==> src/pshr_pkg.sv <==
package pshr_pkg;
  localparam logic [7:0] PSHR_ADDR_SHADOW = 8'h30;
  localparam logic [2:0] PSHR_SEL_AUX = 3'h0;
  localparam logic [2:0] PSHR_SEL_TENBT = 3'h1;
  localparam logic [2:0] PSHR_SEL_PWR = 3'h2;
  localparam logic [2:0] PSHR_SEL_TEST = 3'h4;
  localparam logic [2:0] PSHR_SEL_MISC = 3'h7;
  localparam int PSHR_SEL_LSB = 0;
  localparam int PSHR_RDSEL_LSB = 12;
  localparam int PSHR_MISC_FULL_BIT = 15;
  localparam int PSHR_AUX_LOOP_BIT = 15;
  localparam int PSHR_AUX_EXT_BIT = 14;
  localparam int PSHR_AUX_ER1G_LSB = 12;
  localparam int PSHR_AUX_ER100_LSB = 4;
  localparam logic [15:0] PSHR_AUX_RESET = 16'h0400;
  localparam logic [15:0] PSHR_AUX_RW_MASK = 16'hf030;
  localparam logic [15:0] PSHR_AUX_FORCE_ONE = 16'h0400;
  localparam logic [15:0] PSHR_TENBT_RESET = 16'h0000;
  localparam logic [15:0] PSHR_PWR_RESET = 16'h0060;
  localparam logic [15:0] PSHR_TEST_RESET = 16'h0000;
  localparam logic [15:0] PSHR_MISC_RESET = 16'h0000;
  localparam logic [15:0] PSHR_MISC_SEL_MASK = 16'h7000;
  typedef struct packed {
    logic loopback;
    logic ext_len;
    logic [1:0] edge_1g;
    logic [1:0] edge_100;
  } pshr_aux_t;
endpackage

==> src/pshr_shadow_reg.sv <==
`timescale 1ns/1ps
module pshr_shadow_reg
  import pshr_pkg::*;
#(
  parameter logic [15:0] RESET_VAL = 16'h0000,
  parameter logic [15:0] WR_MASK = 16'hfff8,
  parameter logic [15:0] FORCE_ONE = 16'h0000
)(
  input wire logic ref_clk_i,
  input wire logic reset_i,
  input wire logic clk_en_i,
  input wire logic wr_i,
  input wire logic [15:0] wdata_i,
  output logic [15:0] value_o
);
  always_ff @(posedge ref_clk_i or posedge reset_i)
  begin
    if (reset_i)
      value_o <= RESET_VAL;
    else if (clk_en_i && wr_i)
      value_o <= (wdata_i & WR_MASK) | (value_o & ~WR_MASK) | FORCE_ONE;
  end
endmodule

==> src/pshr_top.sv <==
`timescale 1ns/1ps
// Summary of operation
// - Select code 000 aux, 001 10BASE-T, 010 power, 100 test, 111 misc; others unused.
// - Reads return only the shadow named through the misc control target.
// - Misc write with bit 15 low updates only bits 14:12; bits 2:0 are kept.
// - Bits 14:12 of such a write become the latched read target.
// - Read of 30h returns the shadow named by the latched target.
// - Write bits 15:3 become the upper bits of the 10BASE-T, power or test shadow.
// - Write goes to the shadow coded in bits 2:0 of the word.
// - Aux bit 15 enables external loopback; resets to zero.
// - Aux bit 14 allows extended length reception in SGMII mode.
// - Aux bits 13:12 pick 1000BASE-T edge rate; reset 00.
// - Aux bits 5:4 pick 100BASE-TX edge rate; reset 00.
// - Aux bit 10 resets and stays one; other reserved bits ignored.
// - Aux field set applies when the select code is 000.
module pshr_top
  import pshr_pkg::*;
(
  input wire logic ref_clk_i,
  input wire logic reset_i,
  input wire logic clk_en_i,
  input wire logic [7:0] addr_i,
  input wire logic [15:0] wdata_i,
  input wire logic wr_i,
  input wire logic rd_i,
  output logic [15:0] rdata_o,
  output pshr_aux_t aux_ctrl_o,
  output logic [15:0] tenbt_ctrl_o,
  output logic [15:0] pwr_ctrl_o,
  output logic [15:0] test_ctrl_o,
  output logic [2:0] read_target_o
);
  logic hit;
  logic [2:0] wsel;
  logic wr_aux;
  logic wr_tenbt;
  logic wr_pwr;
  logic wr_test;
  logic wr_misc_full;
  logic wr_misc_sel;
  logic [15:0] aux_q;
  logic [15:0] tenbt_q;
  logic [15:0] pwr_q;
  logic [15:0] test_q;
  logic [15:0] misc_q;
  logic [15:0] misc_wdata;
  logic [15:0] next_rdata;
  logic [2:0] target;

  assign hit = (addr_i == PSHR_ADDR_SHADOW);
  assign wsel = wdata_i[PSHR_SEL_LSB +: 3];

  always_comb
  begin
    wr_aux = 1'b0;
    wr_tenbt = 1'b0;
    wr_pwr = 1'b0;
    wr_test = 1'b0;
    wr_misc_full = 1'b0;
    wr_misc_sel = 1'b0;
    if (wr_i && hit)
    begin
      case (wsel)
        PSHR_SEL_AUX: wr_aux = 1'b1;
        PSHR_SEL_TENBT: wr_tenbt = 1'b1;
        PSHR_SEL_PWR: wr_pwr = 1'b1;
        PSHR_SEL_TEST: wr_test = 1'b1;
        PSHR_SEL_MISC:
        begin
          if (wdata_i[PSHR_MISC_FULL_BIT])
            wr_misc_full = 1'b1;
          else
            wr_misc_sel = 1'b1;
        end
        default: wr_aux = 1'b0;
      endcase
    end
  end

  // Bits 11:3 kept on partial write
  assign misc_wdata = wr_misc_full ? wdata_i : ((wdata_i & PSHR_MISC_SEL_MASK) | (misc_q & ~PSHR_MISC_SEL_MASK));

  pshr_shadow_reg #(.RESET_VAL(PSHR_AUX_RESET), .WR_MASK(PSHR_AUX_RW_MASK), .FORCE_ONE(PSHR_AUX_FORCE_ONE)) u_aux (
    .ref_clk_i(ref_clk_i),
    .reset_i(reset_i),
    .clk_en_i(clk_en_i),
    .wr_i(wr_aux),
    .wdata_i(wdata_i),
    .value_o(aux_q)
  );
  pshr_shadow_reg #(.RESET_VAL(PSHR_TENBT_RESET)) u_tenbt (
    .ref_clk_i(ref_clk_i),
    .reset_i(reset_i),
    .clk_en_i(clk_en_i),
    .wr_i(wr_tenbt),
    .wdata_i(wdata_i),
    .value_o(tenbt_q)
  );
  pshr_shadow_reg #(.RESET_VAL(PSHR_PWR_RESET)) u_pwr (
    .ref_clk_i(ref_clk_i),
    .reset_i(reset_i),
    .clk_en_i(clk_en_i),
    .wr_i(wr_pwr),
    .wdata_i(wdata_i),
    .value_o(pwr_q)
  );
  pshr_shadow_reg #(.RESET_VAL(PSHR_TEST_RESET)) u_test (
    .ref_clk_i(ref_clk_i),
    .reset_i(reset_i),
    .clk_en_i(clk_en_i),
    .wr_i(wr_test),
    .wdata_i(wdata_i),
    .value_o(test_q)
  );
  pshr_shadow_reg #(.RESET_VAL(PSHR_MISC_RESET)) u_misc (
    .ref_clk_i(ref_clk_i),
    .reset_i(reset_i),
    .clk_en_i(clk_en_i),
    .wr_i(wr_misc_full | wr_misc_sel),
    .wdata_i(misc_wdata),
    .value_o(misc_q)
  );

  assign target = misc_q[PSHR_RDSEL_LSB +: 3];

  always_comb
  begin
    case (target)
      PSHR_SEL_AUX: next_rdata = (aux_q & PSHR_AUX_RW_MASK) | PSHR_AUX_FORCE_ONE;
      PSHR_SEL_TENBT: next_rdata = tenbt_q;
      PSHR_SEL_PWR: next_rdata = pwr_q;
      PSHR_SEL_TEST: next_rdata = test_q;
      PSHR_SEL_MISC: next_rdata = misc_q;
      default: next_rdata = 16'h0000;
    endcase
    next_rdata[PSHR_SEL_LSB +: 3] = target;
  end

  always_ff @(posedge ref_clk_i or posedge reset_i)
  begin
    if (reset_i)
      rdata_o <= 16'h0000;
    else if (clk_en_i)
      rdata_o <= (rd_i && hit) ? next_rdata : 16'h0000;
  end

  // Loopback, extended length, edge rates, plus 10BASE-T, power and test shadows and read target
  always_ff @(posedge ref_clk_i or posedge reset_i)
  begin
    if (reset_i)
    begin
      aux_ctrl_o <= '0;
      tenbt_ctrl_o <= PSHR_TENBT_RESET;
      pwr_ctrl_o <= PSHR_PWR_RESET;
      test_ctrl_o <= PSHR_TEST_RESET;
      read_target_o <= PSHR_SEL_AUX;
    end
    else if (clk_en_i)
    begin
      aux_ctrl_o.loopback <= aux_q[PSHR_AUX_LOOP_BIT];
      aux_ctrl_o.ext_len <= aux_q[PSHR_AUX_EXT_BIT];
      aux_ctrl_o.edge_1g <= aux_q[PSHR_AUX_ER1G_LSB +: 2];
      aux_ctrl_o.edge_100 <= aux_q[PSHR_AUX_ER100_LSB +: 2];
      tenbt_ctrl_o <= tenbt_q;
      pwr_ctrl_o <= pwr_q;
      test_ctrl_o <= test_q;
      read_target_o <= target;
    end
  end
endmodule

==> config.mk <==
export PLATFORM = sky130hd
export DESIGN_NAME = pshr_top
export DESIGN_NICKNAME = d
export VERILOG_FILES = /design/src/pshr_pkg.sv /design/src/pshr_shadow_reg.sv /design/src/pshr_top.sv
export SDC_FILE = /design/constraint.sdc
export NUM_CORES = 1
export LEC_CHECK = 0
export BUFFER_PORTS_ARGS = -buffer_cell sky130_fd_sc_hd__buf_4
export CAP_MARGIN = 10
export CELL_PAD_IN_SITES_DETAIL_PLACEMENT = 0
export CELL_PAD_IN_SITES_GLOBAL_PLACEMENT = 1
export CORE_MARGIN = 1
export CORE_UTILIZATION = 35
export CTS_CLUSTER_DIAMETER = 200
export DETAILED_ROUTE_END_ITERATION = 10
export PLACE_DENSITY_LB_ADDON = 0.1
export SYNTH_ARGS = -nofsm -noshare
export SYNTH_HDL_FRONTEND = slang
export SYNTH_SLANG_ARGS = --single-unit
==> constraint.sdc <==
create_clock -name ref_clk_i -period 3.9 [get_ports ref_clk_i]
set_input_delay 0.78 -clock ref_clk_i [delete_from_list [all_inputs] [get_ports ref_clk_i]]
set_output_delay 0.78 -clock ref_clk_i [all_outputs]
set_load 0.005 [all_outputs]
# Yosys cells after proc, flatten, opt, wreduce, memory -nomap -nowiden
# Cells that the tools add are included.
# totals
regBits	152
inputBits	29
elab_cells	56
# op_classes
n_eq_ne	9
muxes	17
bitwise	7
n_reduce_logical	9
# ops
operator	n
$pmux 16 s5	1
$or 16x3->16	4
$mux 16	2
$or 15x16->16	1
$or 16x12->16	1
$mux 1	14
$eq 3x3->1 const B	4
$eq 8x6->1 const B	1
$logic_and 1x1->1	7
$eq 3x1->1 const B	2
$eq 3x2->1 const B	2
$logic_not 3->1	2
$or 1x1->1	1

# Longest topological paths before layout
# depth
depth_word	5
ltp_mapped	7
depth_no_buf	4

# Modules after synthesis
# Synthesis repeated with hierarchy kept, for this count alone.
# unflattened
hier_cells	427
area_unflattened_um2	5979.5
# by_module_without_submodules
mod	n_inst	cells_per_inst	area_per_inst_um2	seq_area_each_um2
pshr_top	1	269	3412.0	1829.3
pshr_shadow_reg (u_misc ...)	3	33	556.8	325.3
pshr_shadow_reg (u_pwr)	1	33	559.3	327.8
pshr_shadow_reg (u_aux)	1	26	337.8	150.1

# Worst setup path before layout
# OpenSTA, ideal clock, no wires.
# synth_timing
path_kind	in2reg
from	input addr_i[1]
to	register u_misc.value_o[10]
setup_time_ps	125
t_arrival_ps	2503
path_slack_ps	1272
path_stages	5
n_path_buf	1
cell_sequence	or4_4 > or4_4 > or2_1 > buf_6 > mux2_4
# synth_between
elab_chain_cells	5
elab_cells_between_ends	8
# synth_lines
element	line	source
start: declaration	pshr_top.sv:22	input wire logic [7:0] addr_i,
$eq 8x6->1 (*)	pshr_top.sv:50	assign hit = (addr_i == PSHR_ADDR_SHADOW);
$logic_and 1x1->1 (*)	pshr_top.sv:61	if (wr_i && hit)
$mux 1	pshr_top.sv:61	
$mux 16 / $or 1x1->1 (equally long branches)	pshr_top.sv:81, pshr_top.sv:119	
$or 16x3->16 / $logic_and 1x1->1 (equally long branches)	pshr_shadow_reg.sv:21, pshr_shadow_reg.sv:20	
end signal: assignment	pshr_shadow_reg.sv:21	value_o <= (wdata_i & WR_MASK) | (value_o & ~WR_MASK) | FORCE_ONE;
end: declaration	pshr_shadow_reg.sv:14	output logic [15:0] value_o
# Every way passes the cells marked *; elsewhere a longest branch is shown, timed or not.
# A chain may end at the register's enable or synchronous reset.

# Worst setup path in the final report
# layout_timing
from	register u_misc.value_o[13]
to	register rdata_o[4]
# layout_between
elab_chain_cells	3
elab_cells_between_ends	7
# layout_lines
element	line	source
$eq 3x3->1 (tied with other cells)	pshr_top.sv:128	case (target)
$pmux 16 s5 (*)	pshr_top.sv:128	
$mux 16 (*)	pshr_top.sv:144	rdata_o <= (rd_i && hit) ? next_rdata : 16'h0000;
end signal: assignment	pshr_top.sv:144	
end: declaration	pshr_top.sv:26	output logic [15:0] rdata_o,
# Marked as above.

==> impl_metrics.py <==
metrics = {
    "run_status": {
        "status": "finished clean",
    },
    "die": {
        "core_um2": 14480,
        "num_rows": 44,
        "io_pins": 102,
        "die_h_um": 123.6,
        "dieArea_um2": 15280,
        "start_util_pct": 35.76,
        "die_width_um": 123.6,
    },
    "worst_setup_path": {
        "ff2ff_path_depth": 4,
        "endpoint_kind": "flop",
        "crit_path_max_fanout": 22,
        "worstReg2RegStart": "u_misc.value_o[13]",
        "crit_required_ps": 4190,
        "path_class": "flop to flop",
        "startpoint_type": "flop",
        "r2r_slack_ps": 1240,
        "arrival_ps": 2950,
        "worstReg2RegEnd": "rdata_o[4]",
    },
    "drt": {
        "first_pass_iters": 4,
        "vias": 3275,
        "wl_per_cell_um": 18.45,
        "routed_wl_um": 12100,
        "post-route-drc-count": 0,
        "ant_nets": 0,
        "drt_iter0_drc": 155,
        "via_per_inst": 4.992,
    },
    "cells_and_area": {
        "area_growth_pct": 27.36,
        "utilization_pct": 45.54,
        "n_antenna_cell": 0,
        "nets": 488,
        "layout.cells.non_filler": 656,
        "fillers": 1329,
        "final_common_cell": "dfrtp_1",
        "final_cell_mix": "dfrtp_1 (118), mux2_2 (95), buf_4 (95)",
        "drive_gt1_share_pct": 50.64,
    },
    "global_route": {
        "first_global_vias": 3442,
        "antenna_found_initial": 0,
        "grt.overflow.total": 0,
        "grt_pass1_wl_um": 19150,
        "grt_max_degree": 99,
        "grtUsageTotal_pct": 17.50,
    },
    "run": {
        "drv_cap": 0,
    },
    "placed_design": {
        "io_buffers": 92,
        "hpwl_um": 7879,
        "gp_congestion": 0.7568,
        "dp_cells": 624,
        "dp_slack_ps": 917.7,
    },
    "yosys": {
        "seq_area_frac_synth_pct": 59.06,
        "syn_area_um2": 5177,
        "ys_seq_elements": 122,
        "yosysWarnings": 0,
        "avgSynthCellArea_um2": 14.18,
        "synth_cell_types": 40,
        "netlist_instances": 365,
    },
    "pwr": {
        "power_density_nw_per_um2": 436.6,
        "peakVddDrop_mv": 0.2818,
        "p_leak_nw": 3.329,
        "total_power_mw": 2.879,
    },
    "timing": {
        "rsz0062_at_grt": "no",
        "fmax_mhz": 375.9,
        "fin_crit_sh_pct": 68.22,
        "hold_viol": 0,
        "relSlewSlack_pct": 37.45,
        "maxSlewViolCount": 0,
        "fin_crit_ps": 2661,
        "tns_ps": 0,
        "setup_viol": 0,
        "fin_skew_ps": 6.847,
        "tightestPinTransition_ps": 938.2,
        "setup_slack_ps": 1240,
    },
    "cts": {
        "cts_buffers": 17,
        "post_cts_buffers": 0,
        "cts_tree": "done",
        "clk_latency_ps": 410,
        "clk_pin_slew_ps": 50,
        "cts-root-buf": "clkbuf_16",
        "postCtsHoldBufs": 0,
        "clockBufferDepth": 2,
        "cts_sinks": 122,
        "htree_levels": 4,
        "cts_resized": 0,
    },
    "hold_path": {
        "hp-class": "primary input to asynchronous set/reset pin",
    },
}
==> area by class of cell <==
cell class / instances / area (µm²) / area share [%]
clock buffers: 25 / 515.5 / 7.818
clock inverters: 7 / 62.56 / 0.9488
inverters: 6 / 26.28 / 0.3985
multi-input cells: 216 / 1968 / 29.85
flip-flops and latches: 122 / 3058 / 46.38
well taps: 184 / 230.2 / 3.491
repair buffers: 96 / 733.2 / 11.12
==> cells in the mapped netlist (all sizes together) <==
cell | n | area share, %
nor2b | 6 | 0.73
or4 | 3 | 0.58
o2111ai | 1 | 0.17
o2111a | 1 | 0.22
or4bb | 1 | 0.22
a21oi | 10 | 0.97
a221oi | 6 | 1.0
and2 | 2 | 0.24
nor3 | 3 | 0.39
dfrtp | 118 | 57
mux2i | 6 | 1.2
o21ai | 6 | 0.58
mux2 | 104 | 23
clkbuf | 12 | 0.87
inv | 6 | 0.43
nand2 | 10 | 0.73
nand4bb | 1 | 0.22
nor4b | 1 | 0.46
dfstp | 4 | 2.0
a32oi | 1 | 0.17
nand2b | 3 | 0.36
o32ai | 3 | 0.51
a22oi | 8 | 1.2
nand3 | 3 | 0.29
nor2 | 6 | 0.43
nand4 | 2 | 0.24
a31oi | 2 | 0.24
nor4 | 1 | 0.12
a211oi | 3 | 0.43
conb | 1 | 0.072
buf | 17 | 2.2
a22o | 7 | 1.2
a32o | 6 | 1.2
or2 | 1 | 0.12
==> critical path: stages (launching register included) <==
cell,delay (ps)
dfrtp_1,860
nor2b_1,710
o21ai_0,250
o2111a_1,410
a32o_1,310
==> stage by stage <==
| step | hold WS (ps) | cell area, µm² |
|---|---|---|
| global placement | 456.1 | 6016 |
| CTS | 438.9 | 6594 |
| global route | 460.4 | 6594 |
| floorplan | 435.1 | 5211 |
| finish | 436.0 | 6594 |
| detailed placement | 454.1 | 6016 |
==> report_power, final <==
part	leakage, nW	internal, mW	switching (mW)
clock network	0.289	0.972	0.529
registers	1.69	1.27	0.00390
logic	1.35	0.0389	0.0626
==> worst max path at each step <==
stage               slack, ps                  to          startpoint
floorplan                1270  u_misc.value_o[10]           addr_i[1]
global placement          970   u_misc.value_o[5]           addr_i[1]
detailed placement        920   u_misc.value_o[5]           addr_i[1]
CTS                      1240          rdata_o[4]  u_misc.value_o[13]
global route             1080          rdata_o[4]  u_misc.value_o[13]
finish                   1240          rdata_o[4]  u_misc.value_o[13]
==> flip-flops by register name (all words and copies together) (netlist names), 13 cells and up <==
name / cells
tenbt_ctrl_o: 13
test_ctrl_o: 13
rdata_o: 16
u_pwr.value_o: 13
pwr_ctrl_o: 13
u_tenbt.value_o: 13
u_misc.value_o: 13
u_test.value_o: 13
==> kinds of logic after synthesis <==
| group | Yosys count | synth area share (%) |
|---|---|---|
| compound gates | 54 | 7.806 |
| buf+inv | 35 | 3.504 |
| flops | 122 | 59.06 |
| mux | 110 | 24.43 |
| other cells | 1 | 0.07243 |
| simple gates | 43 | 5.123 |
==> routing by layer <==
| layer | GRT usage [%] | routed length [µm] | vias to the layer above |
|---|---|---|---|
| met1 | 22.40 | 5500 | 1666 |
| met5 | 0 | 0 | - |
| li1 | - | - | 1518 |
| met3 | 4.670 | 518 | 11 |
| met4 | 7.154 | 167 | 0 |
| met2 | 27.99 | 5917 | 80 |
Note: power is estimated with default switching activity, not from simulation.
